File: config.mk
export PLATFORM = sky130hd
export DESIGN_NAME = oscen_ctrl
export DESIGN_NICKNAME = d
export VERILOG_FILES = /design/src/design/oscen_ctrl.v /design/src/design/oscen_sync.v
export VERILOG_INCLUDE_DIRS = /design/src /design/src/design
export SDC_FILE = /design/constraint.sdc
export NUM_CORES = 1
export LEC_CHECK = 0
export ABC_AREA = 1
export ABC_CLOCK_PERIOD_IN_PS = 2800
export BUFFER_PORTS_ARGS = -buffer_cell sky130_fd_sc_hd__buf_2
export CAP_MARGIN = 10
export CORE_ASPECT_RATIO = 0.6
export CORE_UTILIZATION = 56
export DETAILED_ROUTE_END_ITERATION = 10
export HOLD_SLACK_MARGIN = 0.08
export PLACE_DENSITY = 0.79
export SLEW_MARGIN = 20
export SYNTH_ARGS = -nofsm -noshare
export SYNTH_HDL_FRONTEND = slang
export SYNTH_SLANG_ARGS = --single-unit
File: constraint.sdc
create_clock -name sys_clk -period 2.8 [get_ports sys_clk]
set_input_delay 0.14 -clock sys_clk [delete_from_list [all_inputs] [get_ports sys_clk]]
set_output_delay 0.14 -clock sys_clk [all_outputs]
set_load 0.1 [all_outputs]
File: src/design/oscen_map.vh
// Register map, field positions, reset values and timing counts of the oscillator control block.
`ifndef OSCEN_MAP_VH
`define OSCEN_MAP_VH
`define OSCEN_ADDR_W        12
`define OSCEN_OFS_KEY       12'hA0C
`define OSCEN_OFS_CTRL      12'hA10
`define OSCEN_OFS_IRQSTAT   12'hA14
`define OSCEN_OFS_IRQMASK   12'hA18
`define OSCEN_OFS_REQ       12'hA1C
`define OSCEN_UNLOCK_CODE   16'hCB14
`define OSCEN_KEY_RST       16'h0000
`define OSCEN_CTRL_RST      3'h3
`define OSCEN_BIT_SLOW_EN   0
`define OSCEN_BIT_FAST_EN   1
`define OSCEN_BIT_XTAL_EN   2
`define OSCEN_BIT_SLOW_OK   8
`define OSCEN_BIT_FAST_OK   9
`define OSCEN_BIT_XTAL_OK   10
`define OSCEN_BIT_RSTREQ    0
`define OSCEN_RESP_OKAY     2'h0
`define OSCEN_RESP_SLVERR   2'h2
`define OSCEN_SETTLE_NS     1000
`define OSCEN_CLK_MHZ       200
`define OSCEN_SETTLE_CYC    ((`OSCEN_SETTLE_NS * `OSCEN_CLK_MHZ + 999) / 1000)
`endif

File: src/design/oscen_ctrl.v
// Key-protected oscillator enable and stability status block with an AXI4-Lite slave.
`timescale 1ns/1ps
`include "oscen_map.vh"

// Notes on behaviour
// A control write takes effect only when the write just before it put 0xCB14 in the key.
// After the key is written, a write to any other address relocks the protection.
// The 16-bit key register at 0xA0C resets to zero, so the block starts locked.
// The control register at 0xA10 resets to 0x0003, internal oscillators on, crystal off.
// Bit 10 reads one only while the crystal is enabled and has become stable.
// Bit 9 reads one only while the fast internal oscillator is enabled and stable.
// Bit 8 reads one only while the slow internal oscillator is enabled and stable.
// Each stable flag latches the first settling after enable and ignores later loss.
// Bit 2 enables the crystal, clear powers it down, reset value zero.
// Bit 1 enables the fast internal oscillator, clear powers it down, reset value one.
// Bit 0 enables the slow internal oscillator, clear powers it down, reset value one.
// Software waits for a stable flag before using that oscillator as a clock.
// Software sets crystal and fast internal enables before requesting a system reset.
// Reserved control bits 15 to 11 and 7 to 3 read zero and ignore writes.
module oscen_ctrl #(
   parameter SETTLE_CYC = `OSCEN_SETTLE_CYC
) (
   // Clock and reset.
   input  wire        sys_clk,
   input  wire        arst_n,
   // AXI4-Lite write address.
   input  wire [11:0] s_axi_awaddr,
   input  wire        s_axi_awvalid,
   output wire        s_axi_awready,
   // AXI4-Lite write data.
   input  wire [31:0] s_axi_wdata,
   input  wire [3:0]  s_axi_wstrb,
   input  wire        s_axi_wvalid,
   output wire        s_axi_wready,
   // AXI4-Lite write response.
   output reg  [1:0]  s_axi_bresp,
   output reg         s_axi_bvalid,
   input  wire        s_axi_bready,
   // AXI4-Lite read address.
   input  wire [11:0] s_axi_araddr,
   input  wire        s_axi_arvalid,
   output wire        s_axi_arready,
   // AXI4-Lite read data.
   output reg  [31:0] s_axi_rdata,
   output reg  [1:0]  s_axi_rresp,
   output reg         s_axi_rvalid,
   input  wire        s_axi_rready,
   // Oscillator analog controls and raw ready levels.
   output wire        crystalEnable,
   output wire        fastInternalEnable,
   output wire        slowInternalEnable,
   input  wire [2:0]  oscReadyRaw,
   // System reset request and interrupt.
   output reg         systemResetRequest,
   output wire        irq
);
   localparam CW = 16;
   // Last count of the settle counter; the counter is narrower than the parameter.
   localparam [31:0] SETTLE_LAST = SETTLE_CYC - 1;

   // Byte offsets of the mapped registers.
   localparam [11:0] OFS_KEY  = `OSCEN_OFS_KEY;
   localparam [11:0] OFS_CTRL = `OSCEN_OFS_CTRL;
   localparam [11:0] OFS_STAT = `OSCEN_OFS_IRQSTAT;
   localparam [11:0] OFS_MASK = `OSCEN_OFS_IRQMASK;
   localparam [11:0] OFS_REQ  = `OSCEN_OFS_REQ;

   // Word indices, taken from the offsets by dropping the byte lane bits.
   localparam [9:0]  IDX_KEY  = OFS_KEY[11:2];
   localparam [9:0]  IDX_CTRL = OFS_CTRL[11:2];
   localparam [9:0]  IDX_STAT = OFS_STAT[11:2];
   localparam [9:0]  IDX_MASK = OFS_MASK[11:2];
   localparam [9:0]  IDX_REQ  = OFS_REQ[11:2];

   // One-hot register selects; all zero marks an unmapped address.
   localparam [4:0]  SEL_NONE = 5'b00000;
   localparam [4:0]  SEL_KEY  = 5'b00001;
   localparam [4:0]  SEL_CTRL = 5'b00010;
   localparam [4:0]  SEL_STAT = 5'b00100;
   localparam [4:0]  SEL_MASK = 5'b01000;
   localparam [4:0]  SEL_REQ  = 5'b10000;

   reg  [11:0] awAddr_r;
   reg         awHave_r;
   reg  [31:0] wData_r;
   reg  [3:0]  wStrb_r;
   reg         wHave_r;
   reg  [15:0] key_r;
   reg         unlocked_r;
   reg  [2:0]  enable_r;
   reg  [2:0]  stable_r;
   reg  [2:0]  irqStat_r;
   reg  [2:0]  irqMask_r;
   reg  [CW-1:0] settleCnt_r [0:2];
   wire [2:0]  oscReady;
   wire        doWrite;
   wire [15:0] wLow;
   wire [2:0]  stableRise;
   wire [4:0]  wrSel;
   wire [4:0]  rdSel;
   reg  [2:0]  stablePrev_r;
   wire        stClr;
   integer     i;

   // Applies the byte strobes to a 16-bit register value.
   function [15:0] merge16;
      input [15:0] old;
      input [31:0] data;
      input [3:0]  strb;
      begin
         merge16 = {strb[1] ? data[15:8] : old[15:8], strb[0] ? data[7:0] : old[7:0]};
      end
   endfunction

   // Decodes a byte address into a one-hot register select, shared by both channels.
   function [4:0] regSel;
      input [11:0] addr;
      begin
         case (addr[11:2])
            IDX_KEY:  regSel = SEL_KEY;
            IDX_CTRL: regSel = SEL_CTRL;
            IDX_STAT: regSel = SEL_STAT;
            IDX_MASK: regSel = SEL_MASK;
            IDX_REQ:  regSel = SEL_REQ;
            default:  regSel = SEL_NONE;
         endcase
      end
   endfunction

   assign wrSel = regSel(awAddr_r);
   assign rdSel = regSel(s_axi_araddr);

   oscen_sync #(.W(3)) uSync (
      .sys_clk (sys_clk),
      .arst_n  (arst_n),
      .dIn     (oscReadyRaw),
      .dOut    (oscReady)
   );

   assign s_axi_awready = !awHave_r && !s_axi_bvalid;
   assign s_axi_wready  = !wHave_r && !s_axi_bvalid;
   assign s_axi_arready = !s_axi_rvalid;
   assign doWrite       = awHave_r && wHave_r && !s_axi_bvalid;
   assign wLow          = merge16(16'h0000, wData_r, wStrb_r);

   // Write channel capture, in either order.
   always @(posedge sys_clk or negedge arst_n) begin
      if (!arst_n) begin
         awAddr_r <= 12'h000;
         awHave_r <= 1'b0;
         wData_r  <= 32'h0000_0000;
         wStrb_r  <= 4'h0;
         wHave_r  <= 1'b0;
      end else begin
         if (s_axi_awvalid && s_axi_awready) begin
            awAddr_r <= s_axi_awaddr;
            awHave_r <= 1'b1;
         end else if (doWrite) begin
            awHave_r <= 1'b0;
         end
         if (s_axi_wvalid && s_axi_wready) begin
            wData_r <= s_axi_wdata;
            wStrb_r <= s_axi_wstrb;
            wHave_r <= 1'b1;
         end else if (doWrite) begin
            wHave_r <= 1'b0;
         end
      end
   end

   // Register writes, protection state and response.
   always @(posedge sys_clk or negedge arst_n) begin
      if (!arst_n) begin
         key_r              <= `OSCEN_KEY_RST;
         unlocked_r         <= 1'b0;
         enable_r           <= `OSCEN_CTRL_RST;
         irqMask_r          <= 3'h0;
         systemResetRequest <= 1'b0;
         s_axi_bvalid       <= 1'b0;
         s_axi_bresp        <= `OSCEN_RESP_OKAY;
      end else begin
         systemResetRequest <= 1'b0;
         if (s_axi_bvalid && s_axi_bready) begin
            s_axi_bvalid <= 1'b0;
         end
         if (doWrite) begin
            s_axi_bvalid <= 1'b1;
            s_axi_bresp  <= `OSCEN_RESP_OKAY;
            // Any write, control included, drops the unlock unless it puts the code in the key.
            unlocked_r   <= 1'b0;
            case (wrSel)
               SEL_KEY: begin
                  key_r      <= merge16(key_r, wData_r, wStrb_r);
                  unlocked_r <= (merge16(key_r, wData_r, wStrb_r) == `OSCEN_UNLOCK_CODE);
               end
               SEL_CTRL: begin
                  if (unlocked_r && wStrb_r[0]) begin
                     enable_r <= wData_r[2:0];
                  end
               end
               SEL_MASK: begin
                  if (wStrb_r[0]) begin
                     irqMask_r <= wData_r[2:0];
                  end
               end
               SEL_REQ: begin
                  systemResetRequest <= wLow[`OSCEN_BIT_RSTREQ];
               end
               SEL_STAT: begin
                  // Clearing is handled with the status bits themselves.
               end
               default: begin
                  s_axi_bresp <= `OSCEN_RESP_SLVERR;
               end
            endcase
         end
      end
   end

   assign crystalEnable      = enable_r[`OSCEN_BIT_XTAL_EN];
   assign fastInternalEnable = enable_r[`OSCEN_BIT_FAST_EN];
   assign slowInternalEnable = enable_r[`OSCEN_BIT_SLOW_EN];

   // Stability detection: settle count after enable, then latch until disable.
   always @(posedge sys_clk or negedge arst_n) begin
      if (!arst_n) begin
         stable_r <= 3'h0;
         for (i = 0; i < 3; i = i + 1) begin
            settleCnt_r[i] <= {CW{1'b0}};
         end
      end else begin
         for (i = 0; i < 3; i = i + 1) begin
            if (!enable_r[i]) begin
               stable_r[i]    <= 1'b0;
               settleCnt_r[i] <= {CW{1'b0}};
            end else if (!stable_r[i]) begin
               if (!oscReady[i]) begin
                  settleCnt_r[i] <= {CW{1'b0}};
               end else if (settleCnt_r[i] == SETTLE_LAST[CW-1:0]) begin
                  stable_r[i] <= 1'b1;
               end else begin
                  settleCnt_r[i] <= settleCnt_r[i] + 16'h0001;
               end
            end
         end
      end
   end

   // A flag only rises on its first settling, so this edge marks one event per enable.
   assign stableRise = stable_r & ~stablePrev_r;

   // Sticky interrupt status, set on each first stabilisation, write one to clear.
   // A set and a clear in the same cycle leave the bit set, so no event is lost.
   assign stClr = doWrite && (wrSel == SEL_STAT) && wStrb_r[0];
   always @(posedge sys_clk or negedge arst_n) begin
      if (!arst_n) begin
         stablePrev_r <= 3'h0;
         irqStat_r    <= 3'h0;
      end else begin
         stablePrev_r <= stable_r;
         irqStat_r    <= (irqStat_r & ~(stClr ? wData_r[2:0] : 3'h0))
                         | stableRise;
      end
   end
   assign irq = |(irqStat_r & irqMask_r);

   // Read channel; reserved bits read zero.
   always @(posedge sys_clk or negedge arst_n) begin
      if (!arst_n) begin
         s_axi_rvalid <= 1'b0;
         s_axi_rdata  <= 32'h0000_0000;
         s_axi_rresp  <= `OSCEN_RESP_OKAY;
      end else begin
         if (s_axi_rvalid && s_axi_rready) begin
            s_axi_rvalid <= 1'b0;
         end
         if (s_axi_arvalid && s_axi_arready) begin
            s_axi_rvalid <= 1'b1;
            s_axi_rresp  <= `OSCEN_RESP_OKAY;
            s_axi_rdata  <= 32'h0000_0000;
            case (rdSel)
               SEL_KEY: begin
                  s_axi_rdata <= {16'h0000, key_r};
               end
               SEL_CTRL: begin
                  s_axi_rdata <= {21'h00_0000, stable_r, 5'h00, enable_r};
               end
               SEL_STAT: begin
                  s_axi_rdata <= {29'h0000_0000, irqStat_r};
               end
               SEL_MASK: begin
                  s_axi_rdata <= {29'h0000_0000, irqMask_r};
               end
               SEL_REQ: begin
                  // The request register is write only and reads as zero.
                  s_axi_rdata <= 32'h0000_0000;
               end
               default: begin
                  s_axi_rresp <= `OSCEN_RESP_SLVERR;
               end
            endcase
         end
      end
   end
endmodule

File: src/design/oscen_sync.v
// Two flip-flop synchroniser for a group of level inputs.
`timescale 1ns/1ps
module oscen_sync #(
   parameter W = 3
) (
   // Clock and reset.
   input  wire         sys_clk,
   input  wire         arst_n,
   // Data.
   input  wire [W-1:0] dIn,
   output wire [W-1:0] dOut
);
   reg [W-1:0] meta_r;
   reg [W-1:0] sync_r;
   always @(posedge sys_clk or negedge arst_n) begin
      if (!arst_n) begin
         meta_r <= {W{1'b0}};
         sync_r <= {W{1'b0}};
      end else begin
         meta_r <= dIn;
         sync_r <= meta_r;
      end
   end
   assign dOut = sync_r;
endmodule

==> out/metrics.cfg, run 1 <==
[run]
cap_violations=0

[sta]
tightest_slew_ps=981.6
final_hold_viol_count=0
holdWs_ps=140.7
timing.clock.skew_ps=12.60
finalSetupTns_ps=0
final_period_demand_of_the_worst_path_ps=2110
fmax_mhz=473.8
setup_slack_ps=689.6
timing.max_slew.rel_slack_pct=34.40
setup_violations=0
final.period_utilization_pct=75.37
unrepaired_setup_endpoints_after_global_routing=no
report.final.slew_viol_count=0

[synthesis]
synth_top_family_by_area=simple AND/OR/NAND/NOR gates
synth.area.mux_share_pct=2.357
synth_simple_gate_area_share_pct=32.37
ys_async_sr_fraction_pct=100.0
yosys_most_used_dff=sky130_fd_sc_hd__dfrtp_1
syn_area_sq_um=7166
synth_enable_flop_cells=0
ys.warnings.count=0
yosys.cell_types.count=31
synth_cells=954
avgSynthCellArea_sq_um=7.511
synth_xor_xnor_area_share_pct=0.8556
synth_sequential_area_ratio_pct=47.88
synth_seq_cells=137
synth-adder-area-share_pct=0.5238
synth-compound-area-share_pct=8.207

[power_and_ir_drop]
seq_power_share_pct=40.7
fin_total_pwr_mw=6.000
vdd_drop_max_v=0.0008561
power_per_cell_area_nw_per_um2=701.1
cell_internal_pwr_mw=3.868
net_switching_share_of_the_total_power_pct=35.52
share_comb_of_total_power_pct=22.2
p_leak_nw=4.107
power.clock.fraction_pct=37.1
p_switching_mw=2.131

[routing]
vias=6814
first_pass_iters=6
route.detailed.vias_per_inst=5.469
drt_first_iter_violations=763
wl_per_cell_um=14.99
ant_nets=0
route.final.wire_length_mm=18.68
route.detailed.drc=0

[clock_tree]
cts_num_sinks=137
cts_max_path_buffers=2
cts_root_buf=sky130_fd_sc_hd__clkbuf_16
clock_latency_ps=420
cts.reportedPaths.clkPinSlew_ps=60
cts_htree_levels=4
cts-resized-gates=0
cts_post_setup_buffers_inserted=0
clock_tree_from_tritoncts=yes
numCtsBuffers=17

[grt]
grt_start_max_net_pins=78
grt_pass1_vias=6026
grt_util_all_layers_pct=29.84
gr-total-overflow=0
wire_length_of_the_first_global_routing_pass_mm=30.26
antenna_found_initial=1

[floorplan]
initial_core_util_pct=58.46
core_region_area_sq_um=12260
std_cell_rows=31
die_height_um=89.62
die-width_um=148.0
die_outline_area_sq_um=13270
design.portCount=116

[worst_setup_path]
timing.critical_path.required_ps=3150
worst_r2r_src=settleCnt_r[32]
worstRegToRegCells=9
cpMaxStageDelayCell=sky130_fd_sc_hd__dfrtp_1
classification_of_the_worst_setup_path=reg2reg
startpoint_type=flop
end_of_the_worst_register_to_register_path=settleCnt_r[41]
critical_path.endpoint_type=flop
timing.critical_path.slowest_cell_delay_ps=430
rrSetupSlack_ps=690
cp_cell_sequence=ha_1 > nand4_1 > nor2_1 > nand2_1 > nand2_1 > nand2_1 > inv_2 > nand2_1 > nand2_1
worstPathArrival_ps=2460
timing.critical_path.mode_cell=sky130_fd_sc_hd__nand2_1
worst_path_maximum_fanout=16

[place]
dpl.cell_count=1180
gp_congestion=0.9492
place_area_sq_um=7636
io_buffer_count=75
hpwl_after_detailed_placement_mm=12.52
place_worst_setup_slack_ps=730.4

[cells_and_area]
multi_input_comb_area_sq_um=3253
finish.utilization_pct=69.81
design.final.nets=1141
fillers=978
layout-drive-gt1-share_pct=13.69
regArea_sq_um=3431
layout-area-overhead-vs-synth_pct=19.42
layoutNonFillerInstCount=1246
final_cell_area_sq_um=8557
n_antenna_cell=0

[status]
outcome=completed

[worst_hold_path]
min_delay_worst_endpoint=s_axi_rdata[8]
min_path_cells=4
hold_path.class=in2reg
hold_path_startpoint=s_axi_arvalid

-- metal layers --
metal  track usage, %  wire (um)  up-vias
met5                0         13        -
met4            10.50        396        2
met3            6.566       1781       51
met2            41.83       7459      364
met1            45.40       9029     3120
li1                 -          -     3277
-- power by group through the flow --
stage	Clock (mW)	Combinational, mW	Sequential [mW]
after floorplan	0	0.912	2.51
after global placement	0	1.23	2.45
after detailed placement	0	1.26	2.46
after CTS	2.23	1.31	2.42
after global routing	2.33	1.46	2.47
final	2.23	1.33	2.44
-- cells in the mapped netlist, types with 3 or more instances --
| library cell | instances | area share, % |
|---|---|---|
| sky130_fd_sc_hd__or2_2 | 7 | 0.61 |
| sky130_fd_sc_hd__nand3_1 | 71 | 5.0 |
| sky130_fd_sc_hd__buf_6 | 3 | 0.47 |
| sky130_fd_sc_hd__a21oi_1 | 19 | 1.3 |
| sky130_fd_sc_hd__buf_4 | 18 | 1.9 |
| sky130_fd_sc_hd__nor2_1 | 127 | 6.7 |
| sky130_fd_sc_hd__mux2_2 | 15 | 2.4 |
| sky130_fd_sc_hd__dfrtp_1 | 135 | 47 |
| sky130_fd_sc_hd__nand2_1 | 304 | 16 |
| sky130_fd_sc_hd__nor3_1 | 12 | 0.84 |
| sky130_fd_sc_hd__ha_1 | 3 | 0.52 |
| sky130_fd_sc_hd__o21ai_0 | 78 | 5.4 |
| sky130_fd_sc_hd__xnor2_1 | 7 | 0.86 |
| sky130_fd_sc_hd__inv_2 | 3 | 0.16 |
| sky130_fd_sc_hd__buf_2 | 3 | 0.21 |
| sky130_fd_sc_hd__inv_1 | 84 | 4.4 |
| sky130_fd_sc_hd__nand4_1 | 31 | 2.7 |
| sky130_fd_sc_hd__clkbuf_1 | 12 | 0.63 |
| sky130_fd_sc_hd__o31ai_1 | 3 | 0.31 |
-- worst max-delay path by stage --
| stage | start | endpoint | slack [ps] | cells after the start |
|---|---|---|---|---|
| finish | settleCnt_r[32] | settleCnt_r[41] | 690 | 9 |
| global route | settleCnt_r[32] | settleCnt_r[43] | 480 | 9 |
| CTS | settleCnt_r[32] | settleCnt_r[41] | 720 | 9 |
| detailed placement | settleCnt_r[32] | settleCnt_r[41] | 730 | 9 |
| global placement | settleCnt_r[32] | settleCnt_r[42] | 790 | 9 |
| floorplan | s_axi_bvalid | awAddr_r[11] | 140 | 5 |
-- critical path, delay by kind of cell, from the launching register on --
kind | cells | cell delay [ps]
AND/OR/NAND/NOR | 7 | 960
buffers and inverters | 1 | 330
adder cells (fa/ha/maj) | 1 | 320
flip-flops | 1 | 430
-- cell type report --
cell class,instances,area share [%]
Clock buffer,17,4.971
Multi-Input combinational cell,711,38.02
Inverter,87,3.816
Clock inverter,15,1.813
Sequential cell,137,40.09
Timing Repair Buffer,114,8.876
Tap cell,165,2.413
-- kinds of logic after synthesis --
logic type,after synthesis
xor+xnor,7
other cells,1
fa+ha+maj,3
buf+inv,123
simple gates,559
flops,137
mux,15
compound gates,109
-- layout by cell type (no fill, tap or decap), types with 2 or more instances in the layout --
cell                            instances
sky130_fd_sc_hd__dlygate4sd3_1         34
sky130_fd_sc_hd__conb_1                18
sky130_fd_sc_hd__buf_2                 74
sky130_fd_sc_hd__clkbuf_16             17
sky130_fd_sc_hd__a21o_1                 2
sky130_fd_sc_hd__o21bai_1               2
sky130_fd_sc_hd__nand2_1              304
sky130_fd_sc_hd__ha_1                   3
sky130_fd_sc_hd__o21ai_0               78
sky130_fd_sc_hd__nand4_1               31
sky130_fd_sc_hd__inv_6                  6
sky130_fd_sc_hd__inv_8                  3
sky130_fd_sc_hd__or2_2                  7
sky130_fd_sc_hd__xnor2_1                7
sky130_fd_sc_hd__a21oi_4                2
sky130_fd_sc_hd__nand2_2                2
sky130_fd_sc_hd__nor2_2                 3
sky130_fd_sc_hd__clkinv_4               3
sky130_fd_sc_hd__nand3_1               71
sky130_fd_sc_hd__dfrtp_1              135
sky130_fd_sc_hd__nor3_1                12
sky130_fd_sc_hd__nor2_1               125
sky130_fd_sc_hd__o22ai_1                2
sky130_fd_sc_hd__inv_1                 84
sky130_fd_sc_hd__o31ai_1                3
sky130_fd_sc_hd__a21oi_1               19
sky130_fd_sc_hd__buf_4                  5
sky130_fd_sc_hd__inv_2                  3
sky130_fd_sc_hd__dfstp_2                2
sky130_fd_sc_hd__mux2_2                15
-- registers in the layout, indices dropped and copies added (netlist names), 2 cells and up --
register and count:
irqMask_r 3, enable_r 3, stable_r 3, wStrb_r 2, wData_r 16, settleCnt_r 48, uSync.dOut 3, s_axi_rdata 16
awAddr_r 10, key_r 16, stablePrev_r 3, uSync.meta_r 3, irqStat_r 3
-- repair_timing --
item                                    4_1_cts  5_1_grt
endpoints found under the setup margin        0        0
hold buffers                                 34        0
endpoints found under the hold margin       105        0
No activity file was read; power rests on OpenSTA's default activity.
==> inputs of run 2 (changes only) <==
Settings changed: ABC_CLOCK_PERIOD_IN_PS 2800 to 2120.
Clock period 2.8 ns to 2.12 ns, I/O delays scaled along.
==> run 2 against run 1 <==
  * Flip-flop and latch count is the same
  * Final cell count grew 0.96%
  * Clock power grew 36%
  * Global-route usage grew 0.089 points
  * Critical path depth grew 1
  * Sequential share of layout area shrank 0.53 points
  * Final area grew 1.5%
  * Utilization grew 1.0 points
  * Critical path type unchanged
  * Power grew 34%
  * Via count shrank 0.59%
  * Register-to-register slack lost 480 ps
  * Non-clock buffer count grew 12
==> out/metrics.cfg, run 2 (same netlist as run 1, synthesis figures left out) <==
[worst_setup_path]
worst_r2r_src=settleCnt_r[16]
critPathTopFamily=simple AND/OR/NAND/NOR gates
timing.critical_path.required_ps=2430  ; -720 ps
worst_path_maximum_fanout=9  ; -7
classification_of_the_worst_setup_path=reg2reg
worstRegToRegCells=10  ; +1
timing.critical_path.slowest_cell_delay_ps=460  ; +30 ps
critical_path.endpoint_type=flop
worstPathArrival_ps=2220  ; -240 ps
end_of_the_worst_register_to_register_path=settleCnt_r[26]
timing.critical_path.mode_cell=sky130_fd_sc_hd__nand2_1
cpMaxStageDelayCell=sky130_fd_sc_hd__dfrtp_1
number_of_buffer_and_inverter_instances_along_the_worst_setup_path=1  ; unchanged
cp_cell_sequence=ha_1 > nand2_1 > inv_2 > nand2_1 > nor2_1 > nand2_2 > nand2_1 > nand2_1 > nand3_1 > nand2_1
rrSetupSlack_ps=210  ; -480 ps
startpoint_type=flop

[cells_and_area]
largest_register_ff_count=48  ; unchanged
layoutNonFillerInstCount=1258  ; +0.96%
fillers=946  ; -3.3%
top_register=settleCnt_r
design.final.nets=1153  ; +1.1%
layout-area-overhead-vs-synth_pct=21.18
final_cell_mix=303 x sky130_fd_sc_hd__nand2_1, 133 x sky130_fd_sc_hd__dfrtp_1, 125 x sky130_fd_sc_hd__nor2_1
multi_input_comb_area_sq_um=3261  ; +0.23%
regArea_sq_um=3436  ; +0.15%
layout-drive-gt1-share_pct=15.00  ; +1.3 points
layout.cells.most_common=sky130_fd_sc_hd__nand2_1
n_antenna_cell=0  ; unchanged

[floorplan]
core_region_area_sq_um=12260  ; unchanged
die_outline_area_sq_um=13270  ; unchanged
die_height_um=89.62  ; unchanged
die-width_um=148.0  ; unchanged
design.portCount=116  ; unchanged
std_cell_rows=31  ; unchanged
initial_core_util_pct=58.46  ; unchanged

[sta]
fmax_mhz=524.5  ; +11%
finalSetupTns_ps=0  ; unchanged
final_period_demand_of_the_worst_path_ps=1907  ; -203.9 ps
unrepaired_setup_endpoints_after_global_routing=no
setup_violations=0  ; unchanged
tightest_slew_ps=551.2  ; -430.4 ps
final.period_utilization_pct=89.93  ; +15 points
report.final.slew_viol_count=0  ; unchanged
timing.max_slew.rel_slack_pct=63.12  ; +29 points
final_hold_viol_count=0  ; unchanged
timing.clock.skew_ps=13.09  ; +0.4949 ps

[routing]
ant_nets=0  ; unchanged
drt_first_iter_violations=618  ; -19%
first_pass_iters=5  ; -1
wl_per_cell_um=14.88  ; -0.75%
vias=6774  ; -0.59%
route.final.wire_length_mm=18.72  ; +0.20%
route.detailed.drc=0  ; unchanged
route.detailed.vias_per_inst=5.385  ; -1.5%

[grt]
antenna_found_initial=0  ; -1
grt_pass1_vias=6072  ; +0.76%
grt_start_max_net_pins=53  ; -32%
grt_util_all_layers_pct=29.93  ; +0.089 points
gr-total-overflow=0  ; unchanged
wire_length_of_the_first_global_routing_pass_mm=30.38  ; +0.41%

[worst_hold_path]
hold_path.class=in2reg
min_delay_worst_endpoint=s_axi_rresp[1]
hold_path_startpoint=s_axi_araddr[5]
min_path_cells=5  ; +1

[place]
io_buffer_count=75  ; unchanged
gp_congestion=0.9551  ; +0.62%
hpwl_after_detailed_placement_mm=12.79  ; +2.1%
dpl.cell_count=1192  ; +1.0%

[clock_tree]
numCtsBuffers=17  ; unchanged
cts_max_path_buffers=2  ; unchanged
cts-resized-gates=0  ; unchanged
clock_tree_from_tritoncts=yes
cts.reportedPaths.clkPinSlew_ps=60  ; about the same
cts_num_sinks=137  ; unchanged
cts_htree_levels=4  ; unchanged
cts_root_buf=sky130_fd_sc_hd__clkbuf_16
clock_latency_ps=430  ; about the same

[power_and_ir_drop]
p_leak_nw=4.169  ; +1.5%
power_per_cell_area_nw_per_um2=926.4  ; +32%
fin_total_pwr_mw=8.044  ; +34%
vdd_drop_max_v=0.001165  ; +36%

[status]
outcome=completed

[run]
cap_violations=0  ; unchanged

[run 2: cell types whose count changed in the layout (fill, tap and decap cells not counted), sizes merged]
cell      before  now
clkbuf        17   18
bufinv         1    2
clkinvlp       1    3
buf           80   92
inv           96   92
[run 2: stage by stage]
step	utilization (%)	hold slack [ps]	area, sq um	setup WS [ps]
5_1_grt	70.85	216.4	8683	46.34
6_report	70.85	153.0	8683	213.5
3_5_place_dp	63.17	74.04	7742	286.3
4_1_cts	70.85	160.8	8683	268.1
2_1_floorplan	-	-189.6	7256	46.09
3_3_place_gp	63.17	74.77	7742	365.0
[run 2: timing repair]
action | CTS | global route
buffers inserted | 0 | 0
hold buffers | 34 | 0
hold endpoints to repair | 91 | 0
[run 2: worst max path at each step]
stage               slack [ps]  cells after the start       startpoint         endpoint
CTS                        270                     10   settleCnt_r[0]   settleCnt_r[4]
finish                     210                     10  settleCnt_r[16]  settleCnt_r[26]
detailed placement         290                     10  settleCnt_r[16]  settleCnt_r[26]
global placement           360                     10   settleCnt_r[0]   settleCnt_r[9]
floorplan                   50                      4     s_axi_bvalid      wData_r[12]
global route                50                      9   settleCnt_r[0]   settleCnt_r[3]
[run 2: layer usage]
layer / routed length (um) / track usage (%)
met3: 2193 / 9.394
met5: 0 / 0
met4: 241 / 9.747
met2: 7511 / 41.87
met1: 8772 / 44.03
[run 2: where the power goes]
group          switching [mW]  internal, mW
clock                    1.24          1.79
combinational            1.26         0.512
sequential              0.297          2.94
[run 2: area by class of cell]
class	count	share of cell area (%)
clock inverters	14	1.859
clock buffers	18	5.058
flip-flops and latches	137	39.57
repair buffers	126	9.784
well taps	165	2.378
inverters	87	3.804
multi-input cells	711	37.55
[run 2: worst register-to-register path, stage by stage (launching register included)]
cell and delay (ps):
sky130_fd_sc_hd__dfrtp_1 460, sky130_fd_sc_hd__ha_1 300, sky130_fd_sc_hd__nand2_1 150, sky130_fd_sc_hd__inv_2 90, sky130_fd_sc_hd__nand2_1 60, sky130_fd_sc_hd__nor2_1 140
sky130_fd_sc_hd__nand2_2 100, sky130_fd_sc_hd__nand2_1 60, sky130_fd_sc_hd__nand2_1 200, sky130_fd_sc_hd__nand3_1 180, sky130_fd_sc_hd__nand2_1 60
